## config.mk

```make
export PLATFORM = sky130hd
export DESIGN_NAME = bcc_device_flat
export DESIGN_NICKNAME = d
export VERILOG_FILES = /design/src/hdl/bcc_pkg.sv /design/src/hdl/bcc_if.sv /design/src/hdl/bcc_device.sv /design/src/hdl/bcc_sync.sv /design/src/flat_wrapper.sv
export SDC_FILE = /design/constraint.sdc
export NUM_CORES = 1
export LEC_CHECK = 0
export BUFFER_PORTS_ARGS = -buffer_cell sky130_fd_sc_hd__buf_2
export CELL_PAD_IN_SITES_DETAIL_PLACEMENT = 1
export CELL_PAD_IN_SITES_GLOBAL_PLACEMENT = 2
export CORE_ASPECT_RATIO = 1.75
export CORE_MARGIN = 2
export CORE_UTILIZATION = 34
export CTS_BUF_LIST = sky130_fd_sc_hd__clkbuf_16
export CTS_CLUSTER_SIZE = 40
export DETAILED_ROUTE_END_ITERATION = 6
export PLACE_DENSITY = 0.91
export SLEW_MARGIN = 10
export SYNTH_ARGS = -nofsm -noshare
export SYNTH_HDL_FRONTEND = slang
export SYNTH_HIERARCHICAL = 1
export SYNTH_SLANG_ARGS = --single-unit
```

## constraint.sdc

```tcl
create_clock -name core_clk -period 2.3 [get_ports core_clk]
set_input_delay 0.23 -clock core_clk [delete_from_list [all_inputs] [get_ports core_clk]]
set_output_delay 0.23 -clock core_clk [all_outputs]
set_load 0.02 [all_outputs]
```

## src/hdl/bcc_pkg.sv

```systemverilog
// Bus cycle control package: cycle kinds, status codes, timing state encodings.
// Assumes a single processor clock; one clock cycle stands for one half T-state.
package bcc_pkg;

  // ----------------------------------------------------------------
  // Cycle status codes, high bit first
  // ----------------------------------------------------------------
  localparam logic [2:0] BCC_ST_IRQ_ACK = 3'h0;
  localparam logic [2:0] BCC_ST_IO_RD = 3'h1;
  localparam logic [2:0] BCC_ST_IO_WR = 3'h2;
  localparam logic [2:0] BCC_ST_HALT = 3'h3;
  localparam logic [2:0] BCC_ST_CODE = 3'h4;
  localparam logic [2:0] BCC_ST_MEM_RD = 3'h5;
  localparam logic [2:0] BCC_ST_MEM_WR = 3'h6;
  localparam logic [2:0] BCC_ST_PASSIVE = 3'h7;

  // ----------------------------------------------------------------
  // Field positions inside a status code
  // ----------------------------------------------------------------
  localparam int BCC_BIT_MEM = 2;
  localparam int BCC_BIT_XMIT = 1;

  // ----------------------------------------------------------------
  // Reset values
  // ----------------------------------------------------------------
  localparam logic BCC_RST_GRANT = 1'b0;
  localparam logic BCC_RST_LEVEL_HIGH = 1'b1;

  // Timing: each T-state is split into two clock phases, early and mid
  localparam logic BCC_PH_EARLY = 1'b0;
  localparam logic BCC_PH_MID = 1'b1;

  // Bus states, Gray coded along idle -> T1 -> T2 -> T3 -> TW -> T4
  typedef enum logic [2:0] {
    BCC_TI = 3'b000,
    BCC_T1 = 3'b001,
    BCC_T2 = 3'b011,
    BCC_T3 = 3'b010,
    BCC_TW = 3'b110,
    BCC_T4 = 3'b111,
    BCC_TH = 3'b101
  } bcc_state_t;

endpackage : bcc_pkg

```

## src/hdl/bcc_if.sv

```systemverilog
// Interface joining the bus cycle controller and its outside party.
// Shared pins carry out, out-enable and in; the wire level is resolved here.
`timescale 1ns/1ns
interface bcc_if;
  // Shared pins, direction / data-enable / status
  logic [2:0] pinOut;
  logic [2:0] pinOe;
  logic [2:0] pinLevel;
  // Hold handshake, mode strap and ready
  logic holdReq;
  logic busHoldGrant;
  logic configSelect;
  logic ready;

  // Floated pins resolve to one through a pull-up
  assign pinLevel[0] = pinOe[0] ? pinOut[0] : 1'b1;
  assign pinLevel[1] = pinOe[1] ? pinOut[1] : 1'b1;
  assign pinLevel[2] = pinOe[2] ? pinOut[2] : 1'b1;

  modport device (
    output pinOut,
    output pinOe,
    output busHoldGrant,
    input holdReq,
    input configSelect,
    input ready
  );

  modport partner (
    input pinLevel,
    input busHoldGrant,
    output holdReq,
    output configSelect,
    output ready
  );
endinterface : bcc_if

```

## src/hdl/bcc_device.sv

```systemverilog
// Processor end: sequences T-states and drives the shared cycle control pins.
// Assumes the partner end keeps hold request high until granted; the core side
// presents one cycle request at a time on cycReq/cycCode and waits for cycDone.
`timescale 1ns/1ns
// Behaviour
// - Direction pin high transmit, low receive
// - Hold floats direction and data enable high
// - Data enable low on every access
// - Read/ack enable mid T2 to mid T4
// - Write enable start T2 to mid T4
// - Requester holds request high until granted
// - Grant rises mid T4 or mid idle
// - Grant floats bus and control outputs
// - Request low drops the grant
// - Drive again only for next cycle
// - Partner synchronises hold request externally
// - Status valid during T4, T1, T2
// - Status passive in T3 or ready TW
// - Status leaving passive in T4 starts cycle
// - Return to passive ends the cycle
// - Status floats high during grant
// - Status codes 000 ack to 111 passive
// - Select valid T4 before to final T4
module bcc_device
  import bcc_pkg::*;
(
  // Clock and reset
  input wire logic core_clk,
  input wire logic nrst,
  // Core side cycle request
  input wire logic cycReq,
  input wire logic [2:0] cycCode,
  output logic cycDone,
  output logic memSelect,
  // Shared pins
  bcc_if.device link
);
  // ----------------------------------------------------------------
  // Input synchronisers
  // ----------------------------------------------------------------
  logic holdSync;
  logic modeSync;
  logic readySync;

  // Hold request is synchronised here too, on top of any external stage
  bcc_sync uHold (.core_clk(core_clk), .nrst(nrst), .asyncIn(link.holdReq), .syncOut(holdSync));
  bcc_sync uMode (.core_clk(core_clk), .nrst(nrst), .asyncIn(link.configSelect), .syncOut(modeSync));
  bcc_sync uRdy (.core_clk(core_clk), .nrst(nrst), .asyncIn(link.ready), .syncOut(readySync));

  // ----------------------------------------------------------------
  // T-state sequencer
  // ----------------------------------------------------------------
  bcc_state_t state_q, state_d;
  logic phase_q, phase_d;
  logic [2:0] code_q, code_d;
  logic busy_q, busy_d;
  logic grant_q, grant_d;
  logic done_q, done_d;
  logic sel_q, sel_d;
  // First pass of T4 is the lead-in before T1; second is the closing T4
  logic doneLatch_q, doneLatch_d;

  logic isWrite;
  logic isCycle;

  assign isWrite = code_q == BCC_ST_IO_WR || code_q == BCC_ST_MEM_WR;
  assign isCycle = code_q != BCC_ST_HALT && code_q != BCC_ST_PASSIVE;

  always_comb begin
    state_d = state_q;
    phase_d = ~phase_q;
    code_d = code_q;
    busy_d = busy_q;
    grant_d = grant_q;
    done_d = 1'b0;
    sel_d = sel_q;
    doneLatch_d = doneLatch_q;
    if (phase_q == BCC_PH_MID) begin
      case (state_q)
        BCC_TI: begin
          if (cycReq && !grant_q) begin
            // Idle moves on to the lead-in T4 before T1; status starts there
            state_d = BCC_T4;
            code_d = cycCode;
            busy_d = 1'b1;
            sel_d = cycCode[BCC_BIT_MEM];
          end
        end
        BCC_T1: state_d = BCC_T2;
        BCC_T2: state_d = BCC_T3;
        BCC_T3: state_d = readySync ? BCC_T4 : BCC_TW;
        BCC_TW: state_d = readySync ? BCC_T4 : BCC_TW;
        BCC_T4: begin
          // Lead-in T4 moves on to T1; closing T4 ends the cycle
          if (!doneLatch_q) begin
            state_d = BCC_T1;
            doneLatch_d = 1'b1;
          end else begin
            state_d = BCC_TI;
            busy_d = 1'b0;
            done_d = 1'b1;
            doneLatch_d = 1'b0;
          end
        end
        default: state_d = BCC_TI;
      endcase
      // Grant only at the middle of T4 or idle
      // A cycle starting in this idle wins; the grant waits for that cycle's closing T4
      if (!grant_q && holdSync && state_d == BCC_TI &&
          (state_q == BCC_TI || state_q == BCC_T4))
        grant_d = 1'b1;
      else if (grant_q && !holdSync)
        grant_d = 1'b0;
    end
  end

  always_ff @(posedge core_clk) begin
    if (!nrst) begin
      state_q <= BCC_TI;
      phase_q <= BCC_PH_EARLY;
      code_q <= BCC_ST_PASSIVE;
      busy_q <= 1'b0;
      grant_q <= BCC_RST_GRANT;
      done_q <= 1'b0;
      sel_q <= BCC_RST_LEVEL_HIGH;
      doneLatch_q <= 1'b0;
    end else begin
      state_q <= state_d;
      phase_q <= phase_d;
      code_q <= code_d;
      busy_q <= busy_d;
      grant_q <= grant_d;
      done_q <= done_d;
      sel_q <= sel_d;
      doneLatch_q <= doneLatch_d;
    end
  end

  // ----------------------------------------------------------------
  // Pin drivers
  // ----------------------------------------------------------------
  logic [2:0] pinOut_q, pinOut_d;
  logic [2:0] pinOe_q, pinOe_d;
  logic statusActive;
  logic denActive;

  always_comb begin
    // Status live in lead-in T4, T1, T2; passive from T3 on
    statusActive = busy_q && (state_q == BCC_T1 || state_q == BCC_T2 ||
                   (state_q == BCC_T4 && doneLatch_q == 1'b0));
    // Read enables at mid T2, write at start of T2; both end at mid T4
    denActive = busy_q && isCycle && (
                (state_q == BCC_T2 && (isWrite || phase_q == BCC_PH_MID)) ||
                state_q == BCC_T3 || state_q == BCC_TW ||
                (state_q == BCC_T4 && doneLatch_q && phase_q == BCC_PH_EARLY));
    pinOut_d = {3{BCC_RST_LEVEL_HIGH}};
    pinOe_d = 3'h7;
    if (modeSync) begin
      pinOut_d[0] = ~denActive;
      pinOut_d[1] = busy_q ? code_q[BCC_BIT_XMIT] : BCC_RST_LEVEL_HIGH;
      pinOut_d[2] = sel_q;
    end else begin
      pinOut_d = statusActive ? code_q : BCC_ST_PASSIVE;
    end
    // Granted pins float in either mode
    if (grant_d) begin
      pinOe_d = 3'h0;
    end else if (pinOe_q == 3'h0 && !busy_d) begin
      // Stay off the bus after a hold until a cycle needs the pins again
      pinOe_d = 3'h0;
    end
  end

  always_ff @(posedge core_clk) begin
    if (!nrst) begin
      pinOut_q <= BCC_ST_PASSIVE;
      pinOe_q <= 3'h0;
    end else begin
      pinOut_q <= pinOut_d;
      pinOe_q <= pinOe_d;
    end
  end

  assign link.pinOut = pinOut_q;
  assign link.pinOe = pinOe_q;
  assign link.busHoldGrant = grant_q;
  assign cycDone = done_q;
  assign memSelect = sel_q;
endmodule : bcc_device

```

## src/hdl/bcc_sync.sv

```systemverilog
// Two flip-flop synchroniser for a single level.
// Assumes the input is asynchronous to core_clk.
`timescale 1ns/1ns
module bcc_sync (
  // Clock and reset
  input wire logic core_clk,
  input wire logic nrst,
  // Level
  input wire logic asyncIn,
  output logic syncOut
);
  logic meta_q;
  logic meta_d;
  logic sync_q;
  logic sync_d;

  always_comb begin
    meta_d = asyncIn;
    sync_d = meta_q;
  end

  always_ff @(posedge core_clk) begin
    if (!nrst) begin
      meta_q <= 1'b0;
      sync_q <= 1'b0;
    end else begin
      meta_q <= meta_d;
      sync_q <= sync_d;
    end
  end

  assign syncOut = sync_q;
endmodule : bcc_sync

```

## src/flat_wrapper.sv

```systemverilog
// flat-port wrapper written by rule: the top's interface ports become plain ports
module bcc_device_flat import bcc_pkg::*;
  (core_clk, nrst, cycReq, cycCode, cycDone, memSelect, link_pinOut, link_pinOe, link_busHoldGrant, link_holdReq, link_configSelect, link_ready);
  bcc_if link_i ();
  input wire logic core_clk;
  input wire logic nrst;
  input wire logic cycReq;
  input wire logic [2:0] cycCode;
  output logic cycDone;
  output logic memSelect;
  output wire logic [$bits(link_i.pinOut)-1:0] link_pinOut;
  output wire logic [$bits(link_i.pinOe)-1:0] link_pinOe;
  output wire logic [$bits(link_i.busHoldGrant)-1:0] link_busHoldGrant;
  input wire logic [$bits(link_i.holdReq)-1:0] link_holdReq;
  input wire logic [$bits(link_i.configSelect)-1:0] link_configSelect;
  input wire logic [$bits(link_i.ready)-1:0] link_ready;
  assign link_pinOut = {>>{link_i.pinOut}};
  assign link_pinOe = {>>{link_i.pinOe}};
  assign link_busHoldGrant = link_i.busHoldGrant;
  assign link_i.holdReq = link_holdReq;
  assign link_i.configSelect = link_configSelect;
  assign link_i.ready = link_ready;
  bcc_device u_core (.core_clk(core_clk), .nrst(nrst), .cycReq(cycReq), .cycCode(cycCode), .cycDone(cycDone), .memSelect(memSelect), .link(link_i));
endmodule
```

==> metrics.txt, run 1 <==
outcome=complete, no violations; Vias/cell=5.400; first-pass GRT wire length=3.008 mm; CP endpoint kind=flip-flop; fin cells=approximately 130; commonest non-fill, non-tap cell in the layout=dfxtp_1; leakage dissipation=0.3991 nW; CTS tree=built; Initial Util=0.3537; final WL=1.818 mm; Max Cap Viol=0; Post-Place Setup Slack=approximately 0.87 ns; synthesis-to-finish area growth=14.80%; CP peak stage delay=0.55 ns; Post-DRT Antenna Nets=0; Filler cells=a little under 300; ordered list of cells on the worst path=and4_4 > nand2_2 > a211o_1 > o311a_1; P per Cell Area=843.0 nW/um^2; Final Hold Fails=0; final layout net count=109; Fin Setup TNS=0 ns; vias in the first global route=679; RSZ-0062 raised after global routing=false; net switching power=0.1934 mW; internal power=0.6493 mW; FP Rows=24; synthesis-stage register bit count=21; maximum clock frequency=689.7 MHz; total CTS buffers=3; cts repair resizes=0; htree depth=1; Mapped Area=just under 900 sq um; Post-Syn Area per Cell=roughly 10 sq um; worst-margin pin slew=0.3846 ns; clk_skew=0.002427 ns; commonest cells after routing, fill and taps aside=dfxtp_1, buf_2, and2_1; HP Class=input port to flip-flop; Max-slew headroom=0.7419; Syn Nets=95; initial antenna violation count=0; critical path data required time=2.44 ns; GP Congestion=0.7407; Clock Latency Late Sink=~0.25 ns; routed via count=675; Critical-path top delay cell=dfxtp_1; Die Area=2998 sq um; Critical Path Source Type=flip-flop; Switching Fraction=0.2295; clk slew on worst S/H paths=0.06 ns; DR pass1 iterations=4; antenna cells=0; Avg WL per Cell=14.54 microns; Hold Buf Count CTS=0; setup violators final=0; Final HPWL DP=~1.3 mm; CP delay by family, top=flip-flops; Yosys top cell area share=0.4828; post-synthesis sequential area ratio=0.4828; Peak VDD IR=457.3 uV; Power Total=0.8427 mW; clock buffer depth=2; Post-synth ARST share=0; chip height=70.95 microns; # Post-CTS Setup Buffers=0; Die X=42.26 microns; number of synthesized flops with an enable pin=0; I/O Pins=18; Core Box Area=2462 sq um; Arr. time, crit path=1.59 ns; top cells by area, synth=dfxtp_1, buf_6, and2_1; Clk pwr share=0.431; Comb pwr share=0.090; Main synth FF type=dfxtp_1; largest area contributor in the netlist=dfxtp_1; Synth cell types=35; Slew Limit Fails=0; Mapped Cells=86; final worst slack=~0.85 ns; Cells after DPL=121; pin count of the biggest net entering global routing=21; Final Critical Period=roughly 1.5 ns; drt drc=0; CP Buf/Inv Count=0; Root Driver=clkbuf_16; TritonCTS Sinks=21; grt total ovfl=0; Tot GR Track Use=0.1316; period utilization=0.6304; Seq pwr share=0.480; layout cells sized above 1=0.2525; PortBufs=17; CP max FO=13; Initial DRC Count=8; critical path class=flip-flop to flip-flop; synth warn=6
==> synth_stat cells (2+ instances only) <==
library cell,count
nand3b_1,2
o21ai_0,2
nand2b_1,2
and2_1,7
nor2_1,4
a21oi_1,2
mux2i_1,3
o211ai_1,4
nand2_1,6
nor2b_1,4
buf_4,2
dfxtp_1,21
buf_6,4
a41oi_1,2
==> worst register-to-register path: cells and delay by family (launching register included) <==
kind / cells / cell delay [ns]
AOI/OAI and AO/OA: 2 / 0.41
DFF: 1 / 0.55
and+or+nand+nor: 2 / 0.38
==> power by group through the flow <==
stage / clock, mW / sequential, mW / combinational (mW)
6_report: 0.363 / 0.404 / 0.0755
5_1_grt: 0.385 / 0.408 / 0.0855
4_1_cts: 0.371 / 0.404 / 0.0768
3_3_place_gp: 0 / 0.410 / 0.0735
3_5_place_dp: 0 / 0.412 / 0.0767
2_1_floorplan: 0 / 0.401 / 0.0742
==> metrics by stage <==
stage | area (sq um) | util | hold WS (ns)
after floorplan | 870.8 | - | 0.3517
after global placement | 919.6 | 0.3735 | 0.4165
after detailed placement | 919.6 | 0.3735 | 0.4260
after CTS | 999.7 | 0.4060 | 0.1708
after global routing | 999.7 | 0.4060 | 0.1839
final | 999.7 | 0.4060 | 0.1726
==> kinds of logic after synthesis <==
kind of cell / Yosys count / synth area share
AOI/OAI and AO/OA: 17 / 0.1466
xor gates and xnor gates: 1 / 0.01006
buffers and inverters: 9 / 0.08331
DFF: 21 / 0.4828
muxes: 3 / 0.03448
and+or+nand+nor: 35 / 0.2428
==> path summary, 6_finish.rpt <==
| kind | cells after the start | endpoint | startpoint | slack (ns) |
|---|---|---|---|---|
| setup reg to reg | 4 | u_core/link.pinOe[1] | u_core/phase_q | 0.85 |
| setup / recovery | 4 | u_core/link.pinOe[1] | u_core/phase_q | 0.85 |
| hold reg to reg | 1 | u_core/uHold/syncOut | u_core/uHold/meta_q | 0.43 |
| hold / removal | 2 | u_core/uRdy/meta_q | link_ready | 0.17 |
==> metal layers <==
layer / wire length, microns / share of wire / global-route usage
met5: 0 / 0 / 0
met3: 60 / 0.033 / 0.02296
met2: 1026 / 0.56 / 0.2462
met1: 695 / 0.38 / 0.1312
met4: 34 / 0.019 / 0.07292
==> final cells by class <==
| class | count | area, sq um | area share |
|---|---|---|---|
| clock buffers | 3 | 75.07 | 0.07509 |
| multi-input cells | 56 | 377.9 | 0.3780 |
| well taps | 26 | 32.53 | 0.03254 |
| inverters | 1 | 3.754 | 0.003755 |
| clock inverters | 1 | 5.005 | 0.005006 |
| repair buffers | 17 | 85.08 | 0.08511 |
| flip-flops and latches | 21 | 420.4 | 0.4205 |
(Power assumes the default switching activity.)
==> inputs of run 2 (changes only) <==
--- a/config.mk
+++ b/config.mk
@@ -10,11 +10,11 @@
 export CELL_PAD_IN_SITES_GLOBAL_PLACEMENT = 2
 export CORE_ASPECT_RATIO = 1.75
 export CORE_MARGIN = 2
-export CORE_UTILIZATION = 34
+export CORE_UTILIZATION = 32
 export CTS_BUF_LIST = sky130_fd_sc_hd__clkbuf_16
 export CTS_CLUSTER_SIZE = 40
 export DETAILED_ROUTE_END_ITERATION = 6
-export PLACE_DENSITY = 0.91
+export PLACE_DENSITY = 0.87
 export SLEW_MARGIN = 10
 export SYNTH_ARGS = -nofsm -noshare
 export SYNTH_HDL_FRONTEND = slang
==> constraint.sdc (replaced) <==
create_clock -name core_clk -period 1.4 [get_ports core_clk]
set_input_delay 0.14 -clock core_clk [delete_from_list [all_inputs] [get_ports core_clk]]
set_output_delay 0.14 -clock core_clk [all_outputs]
set_load 0.02 [all_outputs]
==> metrics.txt, run 2 (synthesized netlist as in run 1, its figures left out) <==
outcome=complete, no violations; PortBufs=17; reg2reg setup slack=between 0.07 and 0.08 ns; commonest cells after routing, fill and taps aside=dfxtp_1, buf_2, buf_4, and2_1, nand2_1; Comb pwr share=0.110; WL met3=~58 microns; antenna cells=0; DR WL met2=around 1.1 mm; CP endpoint kind=flip-flop; htree depth=1; R2R depth=4; clk slew on worst S/H paths=0.06 ns; Fin Setup TNS=0 ns; pin count of the biggest net entering global routing=21; drt drc=0; Filler cells=slightly above 300; M1 wire length=between 700 and 800 microns; internal power=between 1 and 1.5 mW; FF-to-FF Start=u_core/state_q[0]; DP Area=973.4 sq um; Power Total=1.413 mW; CP delay by family, top=flip-flops; Clk pwr share=0.423; Peak VDD IR=824.8 uV; Die Area=roughly 3200 sq um; Max-slew headroom=0.7973; Initial DRC Count=10; Cells after DPL=roughly 130; leakage dissipation=around 0.44 nW; CP peak stage delay=0.43 ns; Avg WL per Cell=~15 microns; DR pass1 iterations=4; Core Box Area=2659 sq um; Critical Path Source Type=flip-flop; Arr. time, crit path=approximately 1.5 ns; period utilization=0.9472; post-route design area=1061 sq um; Switching Fraction=0.2318; GP Congestion=0.7622; critical path class=flip-flop to flip-flop; critical path data required time=1.53 ns; R2R Path End=u_core/link.pinOe[1]; P per Cell Area=1332 nW/um^2; Max Cap Viol=0; Tot GR Track Use=0.1358; grt total ovfl=0; FP Rows=25; final core utilization=0.3991; I/O Pins=18; Final Critical Period=approximately 1.3 ns; Critical-path top delay cell=dfxtp_2; Vias/cell=approximately 5.3; final WL=1.955 mm; chip height=roughly 73 microns; CP max FO=11; HP Class=input port to flip-flop; Seq pwr share=0.467; CTS tree=built; vias in the first global route=730; Slew Limit Fails=0; Post-DRT Antenna Nets=0; hold path cells=2; setup violators final=0; Root Driver=clkbuf_16; TritonCTS Sinks=21; clk_skew=0.004511 ns; # Post-CTS Setup Buffers=0; DR top layer=met4; Initial Util=0.3275; Die X=roughly 43 microns; hold wc startpoint=link_holdReq; fin cells=133; CP Buf/Inv Count=0; total CTS buffers=3; final layout net count=about 120; commonest non-fill, non-tap cell in the layout=dfxtp_1; layout cells sized above 1=0.3491; initial antenna violation count=0; Final Hold Fails=0; ordered list of cells on the worst path=and4_4 > nand2_2 > a211o_1 > o311a_1; maximum clock frequency=754.1 MHz; clock buffer depth=2; worst-margin pin slew=~0.30 ns; net switching power=approximately 0.33 mW; RSZ-0062 raised after global routing=false; routed via count=699; Final HPWL DP=1.360 mm; Hold Path Sink=u_core/uHold/meta_q; synthesis-to-finish area growth=21.84%; Clock Latency Late Sink=0.25 ns; first-pass GRT wire length=3.229 mm
-- run 2: changes by cell type in the layout (fill, tap and decap cells not counted) --
cell / before / now
o21ai_1: 0 / 1
nor2b_1: 4 / 3
o21ai_0: 2 / 1
and4b_1: 1 / 0
dfxtp_2: 0 / 3
and4b_2: 0 / 1
dfxtp_1: 21 / 18
buf_4: 0 / 7
nor2b_2: 0 / 1
-- run 2: how the worst max path moves through the flow --
stage	from	endpoint	slack, ns	depth (start not counted)
2_1_floorplan	u_core/link.busHoldGrant	u_core/link.pinOe[1]	0.03	5
3_3_place_gp	u_core/state_q[0]	u_core/link.pinOe[1]	-0.02	4
3_5_place_dp	u_core/state_q[0]	u_core/link.pinOe[1]	-0.02	4
4_1_cts	u_core/state_q[2]	u_core/link.pinOe[1]	0.0008	4
5_1_grt	u_core/state_q[0]	u_core/link.pinOe[1]	0.02	4
6_report	u_core/state_q[0]	u_core/link.pinOe[1]	0.07	4
-- run 2: layout make-up --
| cell class | instances | area [sq um] | area share |
|---|---|---|---|
| clock buffer | 3 | 75.07 | 0.07075 |
| clock inverter | 1 | 5.005 | 0.004717 |
| inverter | 1 | 3.754 | 0.003538 |
| multi-input combinational | 56 | 381.6 | 0.3597 |
| sequential | 21 | 424.2 | 0.3998 |
| tap | 27 | 33.78 | 0.03184 |
| timing repair buffer | 24 | 137.6 | 0.1297 |
-- run 2: layer usage --
| layer | vias up | global-route usage |
|---|---|---|
| li1 | 342 | - |
| met1 | 338 | 0.1367 |
| met2 | 15 | 0.2454 |
| met3 | 4 | 0.02475 |
| met4 | 0 | 0.08754 |
| met5 | - | 0 |
-- run 2: power groups by stage --
stage               sequential, mW  combinational (mW)  clock [mW]
CTS                          0.659               0.154       0.607
floorplan                    0.660               0.122           0
global placement             0.670               0.147           0
finish                       0.660               0.156       0.597
global route                 0.666               0.172       0.624
detailed placement           0.671               0.151           0
-- run 2: timing repair --
action,in CTS,in global routing
resized for setup,2,4
hold buffers,0,0
endpoints found under the setup margin,1,5
-- run 2: per-stage QoR --
step | hold slack, ns | worst slack [ns]
after floorplan | 0.2617 | 0.02960
after global placement | 0.3387 | -0.02246
after detailed placement | 0.3453 | -0.01562
after CTS | 0.08688 | 0.0007517
after global routing | 0.09197 | 0.02326
final | 0.08832 | 0.07398
